`src/rtl/dke_cfg.svh`:
```
// Constants for the decimal key encoder and debouncer
// Assumes inclusion by rtl files after the package, by bare name
`ifndef DKE_CFG_SVH
`define DKE_CFG_SVH
`define DKE_CODE_W        4
`define DKE_SYNC_STAGES   2
`define DKE_DEB_STAGES    2
`define DKE_DIV_DEFAULT   16'h00FF
`define DKE_DIV_W         16
`define DKE_CODE_RESET    4'h0
`endif

```
`src/rtl/dke_pkg.sv`:
```
// Types for the decimal key encoder and debouncer
// Assumes no surroundings; holds types only
package dke_pkg;
   typedef logic [3:0] dke_bcd_t;
   typedef struct packed
   {
      logic     tens;
      logic     any_active_flag;
      dke_bcd_t units;
   } dke_code_t;
   typedef struct packed
   {
      logic [7:0] linear_n;
      logic       cascade_enable_out;
   } dke_lin_t;
endpackage : dke_pkg

```
`src/rtl/dke_encoder.sv`:
```
// Decimal key encoder with clocked debouncer and linear priority output
// Assumes keys are active LOW and sys_clk runs at 100 MHz
//
// What this block does
// - Keys eight or nine disable priority stage
// - Ten-line encoder gives highest key BCD
// - Active-LOW option inverts bits zero, three
// - Upper flag drives tens, selects units
// - Every bit shifts through two-stage chain
// - Valid at the tick after two matches
// - Valid never high while code changes
// - Linear mode: one-hot low, highest input
// - Highest of eight lines wins
// - Any-active flag high when line active
// - Enable high forces linear outputs high
`timescale 1ns/1ps
`include "dke_cfg.svh"
module dke_encoder
(
   // Clock and reset
   input  wire  logic                 sys_clk,
   input  wire  logic                 rst_n,
   // Keys, active LOW: lower decade then upper decade
   input  wire  logic [19:0]          key_n,
   input  wire  logic                 cascade_enable_in,
   // Configuration
   input  wire  logic                 active_low_sel,
   input  wire  logic [15:0]          sample_div,
   // Outputs
   output dke_pkg::dke_code_t         code,
   output logic                       code_valid,
   output dke_pkg::dke_lin_t          lin
);
   import dke_pkg::*;

   // --------------------------------------------------------------
   // Synchronizer
   // --------------------------------------------------------------
   logic [19:0] sync1_ff;
   logic [19:0] sync2_ff;
   always_ff @(posedge sys_clk or negedge rst_n)
   begin
      if (!rst_n)
      begin
         sync1_ff <= 20'hF_FFFF;
         sync2_ff <= 20'hF_FFFF;
      end
      else
      begin
         sync1_ff <= key_n;
         sync2_ff <= sync1_ff;
      end
   end

   // --------------------------------------------------------------
   // Eight-line priority stage, returns {flag_n, eo_n, addr_n[2:0]}
   // --------------------------------------------------------------
   function automatic logic [4:0] prio8(input logic [7:0] in_n, input logic ei_n);
      logic [2:0] a;
      logic       hit;
      // No active line leaves the address at zero, so an idle decade reads 0
      a   = 3'h0;
      hit = 1'b0;
      if (ei_n)
         return 5'h1F;
      for (int i = 0; i < 8; i++)
      begin
         if (!in_n[i])
         begin
            a   = 3'(i);
            hit = 1'b1;
         end
      end
      return {~hit, hit, ~a};
   endfunction : prio8

   // Decade encoder: BCD of highest active key, plus active flag
   function automatic logic [4:0] dec10(input logic [9:0] in_n);
      logic [4:0] p;
      logic       top;
      top = ~(in_n[8] & in_n[9]);
      p   = prio8(in_n[7:0], top);
      if (top)
         return {1'b1, 3'h4, ~in_n[9]};
      return {~p[4], 1'b0, ~p[2:0]};
   endfunction : dec10

   // --------------------------------------------------------------
   // Twenty-line combination
   // --------------------------------------------------------------
   logic [4:0] lo_dec;
   logic [4:0] hi_dec;
   logic [3:0] units_hi;
   logic [3:0] units_raw;
   logic [5:0] enc_now;
   assign lo_dec    = dec10(sync2_ff[9:0]);
   assign hi_dec    = dec10(sync2_ff[19:10]);
   assign units_hi  = hi_dec[4] ? hi_dec[3:0] : lo_dec[3:0];
   assign units_raw = active_low_sel ? {~units_hi[3], units_hi[2:1], ~units_hi[0]}
                                     : units_hi;
   assign enc_now   = {hi_dec[4], hi_dec[4] | lo_dec[4], units_raw};

   // --------------------------------------------------------------
   // Sample rate divider
   // --------------------------------------------------------------
   logic [`DKE_DIV_W-1:0] div_ff;
   logic                  tick;
   // Raise sample_div only while running: a value below the running count
   // makes the counter wrap through its full range before the next tick
   assign tick = (div_ff == sample_div);
   always_ff @(posedge sys_clk or negedge rst_n)
   begin
      if (!rst_n)
         div_ff <= '0;
      else
         div_ff <= tick ? '0 : div_ff + 16'h0001;
   end

   // --------------------------------------------------------------
   // Debounce chains, one per code bit
   // --------------------------------------------------------------
   logic [5:0] st0_ff;
   logic [5:0] st1_ff;
   logic [5:0] match;
   genvar g;
   generate
      for (g = 0; g < 6; g++)
      begin : g_chain
         always_ff @(posedge sys_clk or negedge rst_n)
         begin
            if (!rst_n)
            begin
               st0_ff[g] <= 1'b0;
               st1_ff[g] <= 1'b1;
            end
            else if (tick)
            begin
               st0_ff[g] <= enc_now[g];
               st1_ff[g] <= st0_ff[g];
            end
         end
         assign match[g] = (st0_ff[g] == st1_ff[g]);
      end
   endgenerate

   // --------------------------------------------------------------
   // Change watch between ticks
   // --------------------------------------------------------------
   // Contacts that chatter in step with the tick alias into matching
   // samples; any change seen between two ticks blocks the next set.
   // At a tick the newest code is taken into st0, so the clear wins there.
   logic moved_now;
   logic moved_ff;
   assign moved_now = (st0_ff != enc_now);
   always_ff @(posedge sys_clk or negedge rst_n)
   begin
      if (!rst_n)
         moved_ff <= 1'b0;
      else if (tick)
         moved_ff <= 1'b0;
      else if (moved_now)
         moved_ff <= 1'b1;
   end

   // --------------------------------------------------------------
   // Valid flag and presented code
   // --------------------------------------------------------------
   logic       valid_ff;
   logic [5:0] code_ff;
   logic [1:0] fill_ff;
   logic       agree;
   logic       set_ok;
   assign agree  = (&match) && (st0_ff == enc_now);
   // A set needs both stages refilled since reset and a quiet interval
   assign set_ok = agree && !moved_ff && fill_ff[1];
   always_ff @(posedge sys_clk or negedge rst_n)
   begin
      if (!rst_n)
      begin
         valid_ff <= 1'b0;
         code_ff  <= 6'h00;
         fill_ff  <= 2'h0;
      end
      else
      begin
         if (tick)
            valid_ff <= set_ok;
         else if (!agree)
            valid_ff <= 1'b0;
         if (tick)
            code_ff <= st1_ff;
         if (tick)
            fill_ff <= {fill_ff[0], 1'b1};
      end
   end
   assign code       = dke_code_t'(code_ff);
   assign code_valid = valid_ff && (code_ff == st1_ff) && agree;

   // --------------------------------------------------------------
   // Linear priority output over lines zero to seven
   // --------------------------------------------------------------
   logic [4:0] lin_p;
   logic [7:0] lin_ff;
   logic       eo_ff;
   assign lin_p = prio8(sync2_ff[7:0], cascade_enable_in);
   always_ff @(posedge sys_clk or negedge rst_n)
   begin
      if (!rst_n)
      begin
         lin_ff <= 8'hFF;
         eo_ff  <= 1'b1;
      end
      else
      begin
         lin_ff <= lin_p[4] ? 8'hFF : ~(8'h01 << (~lin_p[2:0]));
         eo_ff  <= lin_p[3];
      end
   end
   assign lin.linear_n           = lin_ff;
   assign lin.cascade_enable_out = eo_ff;
endmodule : dke_encoder

```
`config.mk`:
```
export PLATFORM = sky130hd
export DESIGN_NAME = dke_encoder
export DESIGN_NICKNAME = d
export VERILOG_FILES = /design/src/rtl/dke_pkg.sv /design/src/rtl/dke_encoder.sv
export VERILOG_INCLUDE_DIRS = /design/src /design/src/rtl
export SDC_FILE = /design/constraint.sdc
export NUM_CORES = 1
export LEC_CHECK = 0
export BUFFER_PORTS_ARGS = -buffer_cell sky130_fd_sc_hd__clkbuf_2
export CAP_MARGIN = 20
export CORE_ASPECT_RATIO = 1.2
export CORE_MARGIN = 4
export CORE_UTILIZATION = 56
export DETAILED_ROUTE_END_ITERATION = 10
export PLACE_DENSITY = 0.79
export REMOVE_ABC_BUFFERS = 1
export SLEW_MARGIN = 20
export SYNTH_ARGS = -nofsm -noshare
export SYNTH_HDL_FRONTEND = slang
export SYNTH_SLANG_ARGS = --single-unit
```
`constraint.sdc`:
```
create_clock -name sys_clk -period 2.7 [get_ports sys_clk]
set_input_delay 0.27 -clock sys_clk [delete_from_list [all_inputs] [get_ports sys_clk]]
set_output_delay 0.27 -clock sys_clk [all_outputs]
set_load 0.05 [all_outputs]
```
Word level (Yosys, flattened, before mapping):

Index checks and enable logic that the tools add are counted.

* register bits after elaboration: 87
* bits of input ports: 40
* output and inout bits: 16
* word-level logic and storage cells: 112

* add/sub/neg operators: 1
* equality and inequality tests: 11
* shift operators: 1
* muxes and demuxes: 51
* bitwise operators: 19
* reductions and logical operators: 8

Operators with widths (count)
* $mux W3: 14
* $mux W5: 6
* $mux W1: 26
* $not A3 Y3: 6
* $add A16 B1 Y16 const B: 1
* $eq A16 B16 Y1: 1
* $mux W16: 1
* $eq A6 B6 Y1: 2
* $not A1 Y1: 9
* $mux W4: 2
* $mux W8: 1
* $not A8 Y8: 1
* $shl A1 B3 Y8 const A: 1
* $eq A1 B1 Y1: 6
* $ne A6 B6 Y1: 1
* $reduce_and A6 Y1: 1
* $logic_and A1 B1 Y1: 5
* $and A1 B1 Y1: 2
* $mux W2: 1
* $ne A2 B2 Y1 const B: 1
* $reduce_bool A2 Y1: 1
* $logic_not A1 Y1: 1
* $or A1 B1 Y1: 1

Longest topological paths before layout:

Gate-level depths: netlist of run 1.

* depth after elaboration: 21
* depth in mapped cells: 7
* mapped depth without buffers: 6

Worst setup path before layout of run 1:

No wires, ideal clock.

* path type: flip-flop to output port
* start: reg sync2_ff[17]
* end: out code_valid
* data arrival time: 3096 ps
* data required time: 2430 ps
* slack: -666 ps
* stages on the path, launching flop included: 6
* buffers on the path: 0
* cells stage by stage: dfstp_2 nand4_2 or3_4 o21ai_0 xnor2_1 nor4_1

* cells in the longest elaborated chain, start to end: 12
* elaborated cells on any way between the ends: 18
* those cells by class: eq/ne (1); mux (8); bitwise (7); reduce/logical (2)

RTL lines
* start, declared: line dke_encoder.sv:40 `logic [19:0] sync2_ff;`
* start signal, assigned: line dke_encoder.sv:51 `sync2_ff <= sync1_ff;`
* $mux W3 / $mux W1 (equally long branches): line dke_encoder.sv:68 `if (!in_n[i])`
* $mux W3 / $mux W1 (equally long branches): line dke_encoder.sv:66 `for (int i = 0; i < 8; i++)`
* $not A3 Y3 / $not A1 Y1 (equally long branches): line dke_encoder.sv:74 `return {~hit, hit, ~a};`
* $mux W5 (*): line dke_encoder.sv:66
* $not A3 Y3 / $not A1 Y1 (equally long branches): line dke_encoder.sv:85 `return {~p[4], 1'b0, ~p[2:0]};`
* $mux W5 (*): line dke_encoder.sv:85
* $mux W4: line dke_encoder.sv:98 `assign units_hi = hi_dec[4] ? hi_dec[3:0] : lo_dec[3:0];`
* $not A1 Y1: line dke_encoder.sv:99 `assign units_raw = active_low_sel ? {~units_hi[3], units_hi[2:1], ~units_hi[0]}`
* $mux W4: line dke_encoder.sv:99
* $eq A6 B6 Y1 (*): line dke_encoder.sv:173 `assign agree = (&match) && (st0_ff == enc_now);`
* $logic_and A1 B1 Y1 (*): line dke_encoder.sv:173
* $logic_and A1 B1 Y1 (*): line dke_encoder.sv:197 `assign code_valid = valid_ff && (code_ff == st1_ff) && agree;`
* end, declared: line dke_encoder.sv:31 `output logic code_valid,`

Every way passes the cells marked *; elsewhere a longest branch is shown, timed or not. The select of a mux whose other input is x is not followed.

Worst setup path in the final report of run 1:

* start: reg sync2_ff[6]
* end: out code_valid

* cells in the longest elaborated chain, start to end: 13
* elaborated cells on any way between the ends: 19
* those cells by class: eq/ne (1); mux (10); bitwise (6); reduce/logical (2)

RTL lines (line)
* $mux W3 (2 in a row)
* $mux W3: dke_encoder.sv:66
* $not A3 Y3: dke_encoder.sv:74
* $mux W5 (*): dke_encoder.sv:66
* $not A3 Y3: dke_encoder.sv:85
* $mux W5 (*): dke_encoder.sv:85
* $mux W4: dke_encoder.sv:98
* $not A1 Y1: dke_encoder.sv:99
* $mux W4: dke_encoder.sv:99
* $eq A6 B6 Y1 (*): dke_encoder.sv:173
* $logic_and A1 B1 Y1 (*): dke_encoder.sv:173
* $logic_and A1 B1 Y1 (*): dke_encoder.sv:197

Marked as above.

==> run metrics, run 1 <==
run status=finished, violations left; violated checks=hold timing; count of max-cap constraint violations=0; Placement Rows=32; Mapped Avg Cell Area=11.3 um^2; mapped cell area=approximately 0.0037 mm^2; Max Clk Rate=~380 MHz; ordered list of cells on the worst path=nand4_1 -> nand4_1 -> nor3_1 -> a31oi_1 -> nand3_1 -> nor4_2 -> clkbuf_8; number of input and output port buffers inserted=55; cell family with the largest share of critical-path delay=simple AND/OR/NAND/NOR gates; worst reg2reg startpoint=sync2_ff[6]; dominant synthesized flop cell=dfstp_2; hold crit path type=input pin to async pin; Die Span Y=96.9 um; asr flop ratio synth=1.00; number of distinct standard cells referenced by the synthesized netlist=45; Pwr Density=~570 mW/mm^2; number of antenna violations at the first check in global routing=0; routed vias=2,631; WL final=about 6800 um; sort of element at the start of the critical path=register; maximum VDD drop=~0.4 mV; commonest non-fill, non-tap cells in the layout=nand2_1, dfstp_2, clkbuf_2; worst-path maximum fanout=5; DRC errors left=0; number of clock sinks=between 80 and 90; # nets final=about 460; time the worst path needs with I/O delays and setup=roughly 2.7 ns; total clock buffers created by CTS=9; number of nets with antenna violations after detailed routing=0; max-slew violation count=0; wire length per cell after detailed routing=approximately 13 um; DRT Pass-1 Iters=4; root buf cell=clkbuf_8; via count normalized by instance count=about 5.2; cell with the largest stage delay on the worst path=dfstp_2; Final Hold Slack=-0.0408 ns; arrival time reported for the critical path endpoint=about 2.4 ns; clock-pin slew of the registers on the worst-case setup and hold paths=about 0.090 ns; final hold violations=32; Worst R2R Path Depth=6; Detail Placement HPWL=4460 um; Relative slew margins=0.524; worst reg2reg endpoint=moved_ff; share of the core filled with cells in the final layout=0.720; synthesis-to-finish area growth=25.1%; maximum count of clock buffers along a single path=2; floorplan core area=around 0.0064 mm^2; most common cell after layout, fill and taps aside=nand2_1; Die Area=slightly below 0.008 mm^2; number of filler cells placed in the layout=450; number of levels in the clock H-tree=3; setup skew after layout=0.00926 ns; count of yosys warnings during synthesis=0; Bufs and invs on worst path=1; number of diodes=0; number of enable flip-flop cells after synthesis=0; Slowest Stage Delay on Critical Path=0.58 ns; wire length of the first global-routing pass=11,000 um; share of layout cells above drive strength 1=0.371; Crit path top cell by count=nand4_1; GRT overflow=0; source-to-sink clock delay at the later pin of the worst-skew pair=0.35 ns; final clock period utilization by the worst path=0.984; drt initial violations=150; CTS tree=yes; post-synthesis register bit count=just under 90; register area share after synthesis=0.609; die outline width=slightly above 80 um; Leak=2.01 nW; CP Capture Type=primary output; ports placed on the boundary=56; slack of the worst reg-to-reg path=~0.48 ns; number of global-route vias before repair=about 2,500; final total power=between 0.002 and 0.003 W; gate count after technology mapping=approximately 330; Initial Utilization=0.576; total global routing track utilization=0.178; Required @ worst endpoint=2.43 ns; maximum number of pins on one net before global-route repair=roughly 90; final estimated routing congestion in global placement=between 0.8 and 0.9; Slew @ Worst Pin=just over 0.7 ns; category of the critical setup timing path=register to primary output; count of endpoints failing setup in the final report=0
layer usage:
metal | vias to the layer above | GRT usage | wire, um
met3 | 18 | 0.0400 | 292
met5 | - | 0 | 0
met1 | 1249 | 0.221 | 2880
met4 | 0 | 0.0742 | 174
li1 | 1289 | - | -
met2 | 75 | 0.292 | 3500
worst max-delay path by stage:
stage / start / to / slack (ns) / cells past startpoint
after global placement: sync2_ff[17] / code_valid / 0.12 / 6
after floorplan: sync2_ff[17] / code_valid / -0.67 / 5
after CTS: sync2_ff[15] / code_valid / 0.007 / 6
after global routing: sync2_ff[6] / code_valid / -0.08 / 7
after detailed placement: sync2_ff[15] / code_valid / 0.06 / 6
final: sync2_ff[6] / code_valid / 0.04 / 7
state kept, by name, summed over array words and instances (netlist names):
name / cells
div_ff: 16
code: 6
sync2_ff: 20
st0_ff: 6
st1_ff: 6
lin_ff: 8
eo_ff: 1
valid_ff: 1
sync1_ff: 20
fill_ff: 2
moved_ff: 1
Yosys cell counts, types with 2 or more instances:
cell type / number / area share
nand2_1: 67 / 0.068
dfstp_2: 55 / 0.39
dfrtp_1: 32 / 0.22
xnor2_1: 28 / 0.067
nor2_1: 25 / 0.025
xor2_1: 18 / 0.043
nand4_1: 13 / 0.022
nand3_1: 9 / 0.012
a21oi_1: 7 / 0.0095
nor2b_1: 7 / 0.012
nor3_1: 7 / 0.0095
o21ai_0: 6 / 0.0081
clkbuf_1: 5 / 0.0051
a31oi_1: 4 / 0.0068
inv_1: 4 / 0.0041
o31ai_1: 3 / 0.0061
or3_1: 3 / 0.0051
and3_1: 2 / 0.0034
and4_1: 2 / 0.0048
buf_4: 2 / 0.0041
nand3b_1: 2 / 0.0041
nor4_1: 2 / 0.0034
or2_2: 2 / 0.0034
worst register-to-register path, delay by kind of cell (launching register included):
family / cells / cell delay (ns)
DFF: 1 / 0.58
and+or+nand+nor: 4 / 1.18
AOI/OAI and AO/OA: 2 / 0.35
stage by stage:
stage | setup TNS, ns | worst slack [ns] | area [um^2] | cells
2_1_floorplan | -0.666 | -0.666 | 3640 | 319
3_3_place_gp | 0 | 0.122 | 4060 | 463
3_5_place_dp | 0 | 0.0577 | 4060 | 463
4_1_cts | 0 | 0.00675 | 4510 | 500
5_1_grt | -0.0820 | -0.0820 | 4610 | 508
6_report | 0 | 0.0422 | 4610 | 508
layout make-up:
type	count	area, um^2	area share
clock buffer	10	138	0.0298
clock inverter	6	73.8	0.0160
inverter	4	15.0	0.00326
multi-input combinational	228	1450	0.313
sequential	87	2250	0.487
tap	85	106	0.0231
timing repair buffer	88	588	0.128
repair_timing:
| action | CTS | global route |
|---|---|---|
| hold endpoints to repair | 20 | 0 |
| hold buffers | 20 | 0 |
| pin swaps | 3 | 7 |
| buffers inserted | 1 | 8 |
| setup endpoints to repair | 1 | 1 |
| resized for setup | 8 | 5 |
kinds of logic after synthesis:
family                     share of synthesized area
AOI/OAI and AO/OA                             0.0495
xor gates and xnor gates                       0.109
adders and majority gates                    0.00339
buffers and inverters                         0.0163
DFF                                            0.609
muxes                                        0.00305
and+or+nand+nor                                0.209
report_power, final:
part           leakage [nW]  internal, W  switching, W
Sequential             1.00      0.00139     0.0000642
Combinational         0.899     0.000123      0.000124
Clock                 0.108     0.000466      0.000454
Note: power is estimated with default switching activity, not from simulation.
==> run 2, diff against run 1 <==
CORE_UTILIZATION = 35   (was 56)
PLACE_DENSITY = default   (was 0.79)
RECOVER_POWER = 50   (was default)
==> run 2 against run 1 <==
  * Non-clock buffer count down 13
  * Worst setup slack better by 0.026 ns
  * Final cell count up 5.5%
  * Via count down 2.1%
  * Combinational power down 8.1%
  * The flow finishes with violations (capacitance limit, slew limit)
  * Critical path type unchanged
  * Sequential cell count unchanged
  * Worst hold slack better by 0.053 ns
  * Sequential power about the same
  * Global-route usage down 5.4 points
==> run metrics, run 2 (synthesis gave the netlist of run 1 again) <==
sort of element at the start of the critical path=register; number of filler cells placed in the layout=951 (+110%); number of antenna violations at the first check in global routing=0 (unchanged); sum of negative setup slack=0 ns (unchanged); Pwr Density=623 mW/mm^2 (+9.6%); Max Clk Rate=380 MHz (+1.0%); commonest non-fill, non-tap cells in the layout=nand2_1, dfstp_2, clkbuf_2; maximum VDD drop=0.262 mV (-35%); worst reg2reg startpoint=sync2_ff[15]; detailed-route wire length on metal 1=3030 um (+5.2%); Comb pwr share=0.078 (-0.016); Slew @ Worst Pin=2.01 ns (+1.29 ns); drt initial violations=102 (-32%); Leak=2.00 nW (-0.14%); Initial Utilization=0.363 (-0.213); WL final=6970 um (+1.8%); number of global-route vias before repair=2,591 (+4.1%); internal power=0.00221 W (+12%); design area=0.00464 mm^2 (+0.54%); setup repair after global routing missed its margin=yes; Relative slew margins=-0.339 (-0.863); max-slew violation count=88 (+88); arrival time reported for the critical path endpoint=2.36 ns (-0.03 ns); clock-pin slew of the registers on the worst-case setup and hold paths=0.06 ns (-0.03 ns); most common cell after layout, fill and taps aside=nand2_1; ports placed on the boundary=56 (unchanged); final clock period utilization by the worst path=0.975 (-0.00972); # nets final=446 (-2.8%); source-to-sink clock delay at the later pin of the worst-skew pair=0.34 ns (about the same); Placement Rows=40 (+25%); DRC errors left=0 (unchanged); number of input and output port buffers inserted=55 (unchanged); maximum number of pins on one net before global-route repair=88 (unchanged); hold crit path type=input pin to register; wire length per cell after detailed routing=13.0 um (-3.5%); CP Capture Type=primary output; root buf cell=clkbuf_16; category of the critical setup timing path=register to primary output; area of the multi-input gates=0.00147 mm^2 (+1.4%); wire length of the first global-routing pass=11,800 um (+7.9%); run status=finished, violations left; DRT Pass-1 Iters=4 (unchanged); Required @ worst endpoint=2.43 ns (about the same); count of max-cap constraint violations=1 (+1); Die Span Y=120 um (+24%); fraction of power spent switching nets=0.234 (-0.0107); post-route insts no fill=536 (+5.5%); number of levels in the clock H-tree=3 (unchanged); slack of the worst reg-to-reg path=0.47 ns (about the same); number of diodes=0 (unchanged); total clock buffers created by CTS=9 (unchanged); start point of the critical path=sync2_ff[15]; Regs by FF count=sync1_ff: 20 flops, sync2_ff: 20 flops, div_ff: 16 flops; power spent charging and discharging nets=0.000677 W (+5.4%); area of placed instances=0.00411 mm^2 (+1.3%); number of placed instances, taps included=504 (+8.9%); Detail Placement HPWL=4780 um (+7.3%); Worst Min Path Start=key_n[5]; share of the core filled with cells in the final layout=0.456 (-0.264); via count normalized by instance count=4.81 (-7.2%); floorplan core area=0.0102 mm^2 (+59%); Die Area=0.0122 mm^2 (+54%); storage element area=0.00225 mm^2 (unchanged); die outline width=102 um (+24%); uppermost metal layer occupied by signal nets=met4; share of layout cells above drive strength 1=0.385 (+0.0142); GRT overflow=0 (unchanged); sequential fraction of design power=0.504 (-0.051); CTS tree=yes; total global routing track utilization=0.124 (-0.0536); worst-path maximum fanout=5 (unchanged); violated checks=capacitance limit, slew limit; clock share of power=0.418 (+0.067); time the worst path needs with I/O delays and setup=2.63 ns (-0.0263 ns); routed wl met2=3560 um (+1.8%); number of clock sinks=87 (unchanged); Hold Path Depth=1; synthesis-to-finish area growth=25.8%; maximum count of clock buffers along a single path=2 (unchanged); routed vias=2,577 (-2.1%); final hold violations=0 (-100%); count of endpoints failing setup in the final report=0 (unchanged); Worst R2R Path Depth=6 (unchanged); final total power=0.00289 W (+10%); final estimated routing congestion in global placement=0.801 (-7.4%); met3 wire length=216 um (-26%); number of nets with antenna violations after detailed routing=0 (unchanged); setup skew after layout=0.00659 ns (-0.00267 ns)
==> run 2: changes by cell type in the layout (fill, tap and decap cells not counted), moves of 2 or more <==
cell / before / now
clkbuf_8: 11 / 2
dlygate4sd3_1: 20 / 8
clkbuf_16: 0 / 10
clkinv_2: 0 / 2
clkinv_4: 2 / 0
inv_6: 3 / 1
==> run 2: final timing paths <==
kind	to
max in group asynchronous	div_ff[13]
hold reg to reg	sync2_ff[9]
setup reg to reg	moved_ff
setup / recovery	code_valid
min in group asynchronous	st0_ff[2]
hold / removal	sync1_ff[5]
==> run 2: worst max-delay path, cell delays in order (launching register included) <==
cell and delay [ns]:
dfstp_2 0.60, nand4_4 0.13, or3_4 0.42, and3_2 0.23, a211oi_2 0.37, nor4_4 0.09
clkbuf_8 0.19
==> run 2: cell type report <==
| type | instances | share of cell area |
|---|---|---|
| multi-input cells | 228 | 0.316 |
| flip-flops and latches | 87 | 0.484 |
| repair buffers | 75 | 0.0977 |
| clock inverters | 5 | 0.00783 |
| inverters | 4 | 0.00324 |
| clock buffers | 11 | 0.0569 |
| well taps | 126 | 0.0340 |
==> run 2: layer usage <==
| layer | vias up | track usage |
|---|---|---|
| met1 | 1271 | 0.152 |
| met2 | 34 | 0.200 |
| met4 | 0 | 0.0623 |
| met5 | - | 0 |
| met3 | 12 | 0.0323 |
| li1 | 1260 | - |
==> run 2: power groups by stage <==
stage	Sequential, W	Clock, W	Combinational (W)
3_3_place_gp	0.00147	0	0.000200
3_5_place_dp	0.00147	0	0.000203
4_1_cts	0.00145	0.00124	0.000215
6_report	0.00146	0.00121	0.000227
5_1_grt	0.00147	0.00131	0.000257
2_1_floorplan	0.00147	0	0.000116
==> run 2: repair_timing <==
action / CTS / global route
hold buffers: 5 / 3
setup endpoints to repair: 1 / 1
hold endpoints to repair: 5 / 3
cloned: 0 / 0
pin swaps: 2 / 5
setup buffers: 1 / 7
gates resized for setup: 8 / 9
==> run 2: metrics by stage <==
stage	worst slack [ns]	hold slack, ns
6_report	0.0684	0.0124
4_1_cts	0.00447	0.0000932
2_1_floorplan	-0.666	-0.0256
3_5_place_dp	0.00752	0.347
5_1_grt	-0.0674	0.00155
3_3_place_gp	0.0992	0.346
==> run 3, diff against run 2 <==
--- a/config.mk
+++ b/config.mk
@@ -13,2 +13,3 @@
 export CORE_UTILIZATION = 35
+export CTS_BUF_LIST = sky130_fd_sc_hd__clkbuf_16
 export DETAILED_ROUTE_END_ITERATION = 10
==> constraint.sdc (replaced) <==
create_clock -name sys_clk -period 2.7 [get_ports sys_clk]
set_input_delay 0.405 -clock sys_clk [delete_from_list [all_inputs] [get_ports sys_clk]]
set_output_delay 0.405 -clock sys_clk [all_outputs]
set_load 0.1 [all_outputs]
==> run 3 against run 2 <==
  * The run ends with setup timing left
  * Via count rose by 0.50%
  * Critical path depth rose by 2
  * Worst hold slack improved by 0.13 ns
  * Power rose by 3.7%
  * Critical endpoint unchanged
  * Largest power group unchanged
  * Highest routed layer unchanged
==> run metrics, run 3 (synthesis gave the netlist of run 1 again) <==
Required @ worst endpoint=2.30 ns (-0.13 ns); Initial Utilization=0.363 (unchanged); most common cell after layout, fill and taps aside=nand2_1; capture endpoint of the worst hold path=sync1_ff[13]; final total power=0.00300 W (+3.7%); category of the critical setup timing path=register to primary output; DRC errors left=0 (unchanged); CP Capture Type=primary output; Pwr Density=641 mW/mm^2 (+2.9%); Max Clk Rate=361 MHz (-5.0%); ports placed on the boundary=56 (unchanged); WL final=7240 um (+3.7%); DRT Pass-1 Iters=4 (unchanged); slack of the worst reg-to-reg path=0.40 ns (-0.07 ns); drt initial violations=96 (-5.9%); Worst Min Path Start=key_n[13]; Regs by FF count=sync1_ff: 20 flops, sync2_ff: 20 flops, div_ff: 16 flops; number of global-route vias before repair=2,668 (+3.0%); maximum VDD drop=0.315 mV (+20%); number of nets with antenna violations after detailed routing=0 (unchanged); total global routing track utilization=0.125 (+0.00116); Placement Rows=40 (unchanged); number of clock sinks=87 (unchanged); Die Span Y=120 um (unchanged); worst reg2reg startpoint=sync2_ff[16]; setup repair after global routing missed its margin=yes; clock-pin slew of the registers on the worst-case setup and hold paths=0.06 ns (about the same); time the worst path needs with I/O delays and setup=2.77 ns (+0.139 ns); worst-path maximum fanout=4 (-1); hold crit path type=input pin to register; total clock buffers created by CTS=9 (unchanged); number of input and output port buffers inserted=55 (unchanged); final hold violations=0 (unchanged); Relative slew margins=0.0504 (+0.390); wire length per cell after detailed routing=13.4 um (+3.4%); GRT overflow=0 (unchanged); arrival time reported for the critical path endpoint=2.37 ns (about the same); sort of element at the start of the critical path=register; sum of negative setup slack=-0.0708 ns (-0.0708 ns); max-slew violation count=0 (-100%); count of endpoints failing setup in the final report=1 (+1); via count normalized by instance count=4.81 (+0.13%); final estimated routing congestion in global placement=0.781 (-2.6%); maximum count of clock buffers along a single path=2 (unchanged); Setup WS post-layout=-0.0708 ns (-0.139 ns); Slew @ Worst Pin=1.42 ns (-0.585 ns); die outline width=102 um (unchanged); Leak=2.03 nW (+1.5%); count of max-cap constraint violations=0 (-1); floorplan core area=0.0102 mm^2 (unchanged); violated checks=setup timing; Worst R2R Path Depth=8 (+2); source-to-sink clock delay at the later pin of the worst-skew pair=0.33 ns (about the same); Hold Path Depth=1 (unchanged); synthesis-to-finish area growth=26.7%; maximum number of pins on one net before global-route repair=59 (-33%); Die Area=0.0122 mm^2 (unchanged); number of filler cells placed in the layout=941 (-1.1%); number of levels in the clock H-tree=3 (unchanged); wire length of the first global-routing pass=12,100 um (+2.3%); routed vias=2,590 (+0.50%); setup skew after layout=0.00457 ns (-0.00202 ns); CTS tree=yes; share of layout cells above drive strength 1=0.408 (+0.0224); # hold bufs at CTS=0 (-5); # nets final=448 (+0.45%); run status=finished, violations left; final clock period utilization by the worst path=1.03 (+0.0516); commonest non-fill, non-tap cells in the layout=nand2_1, dfstp_2, clkbuf_2; worst reg2reg endpoint=moved_ff; number of antenna violations at the first check in global routing=0 (unchanged); number of diodes=0 (unchanged); root buf cell=clkbuf_16; Detail Placement HPWL=5010 um (+4.6%)
## run 3: cell types whose count changed in the layout (fill, tap and decap cells not counted), sizes merged
cell	before	now
clkbuf	65	64
clkinv	2	1
bufinv	0	1
dlygate4sd3	8	0
inv	7	8
buf	13	23
## run 3: worst max path at each step
stage	startpoint	endpoint	slack [ns]	depth (start not counted)
final	sync2_ff[12]	code_valid	-0.07	8
after global routing	sync2_ff[12]	code_valid	-0.30	8
after CTS	sync2_ff[16]	code_valid	-0.07	7
after detailed placement	sync2_ff[17]	code_valid	-0.01	7
after global placement	sync2_ff[17]	code_valid	0.02	7
after floorplan	sync2_ff[17]	code_valid	-2.18	5
## run 3: layer usage
metal,share of wire,up-vias,track usage
li1,-,1272,-
met4,0.021,0,0.0632
met1,0.43,1269,0.153
met3,0.026,10,0.0237
met5,0,-,0
met2,0.52,39,0.208
## run 3: where the power goes
part           leakage (nW)  switching, W  internal, W  total [W]
sequential             1.00     0.0000630      0.00139    0.00146
clock                 0.161      0.000514     0.000787    0.00130
combinational         0.873      0.000130     0.000110   0.000239
## run 3: layout make-up
class	instances	area [um^2]	area share
clock buffer	10	250	0.0535
timing repair buffer	77	454	0.0972
clock inverter	6	72.6	0.0155
inverter	4	15.0	0.00321
multi-input combinational	228	1480	0.316
tap	126	158	0.0337
sequential	87	2250	0.481
## run 3: critical path, stage by stage (launching register included)
cell and delay, ns:
dfstp_2 0.55, nand4_1 0.16, nor2_1 0.27, nor3_1 0.09, a31oi_1 0.17, nand4_1 0.19
nor4_2 0.28, buf_4 0.16, buf_12 0.16
## run 3: timing repair
item / 4_1_cts / 5_1_grt
setup buffers: 7 / 8
pin swaps: 8 / 9
gates resized for setup: 10 / 6
endpoints found under the setup margin: 1 / 1
## run 3: per-stage QoR
stage          area [um^2]  instances   util  setup slack (ns)  hold WS [ns]
6_report              4670        538  0.460           -0.0708         0.146
5_1_grt               4670        538  0.460            -0.298         0.130
4_1_cts               4570        530  0.450           -0.0700         0.133
3_5_place_dp          4150        507  0.408          -0.00986         0.347
3_3_place_gp          4150        507  0.408            0.0222         0.346
2_1_floorplan         3640        319      -             -2.18         0.109
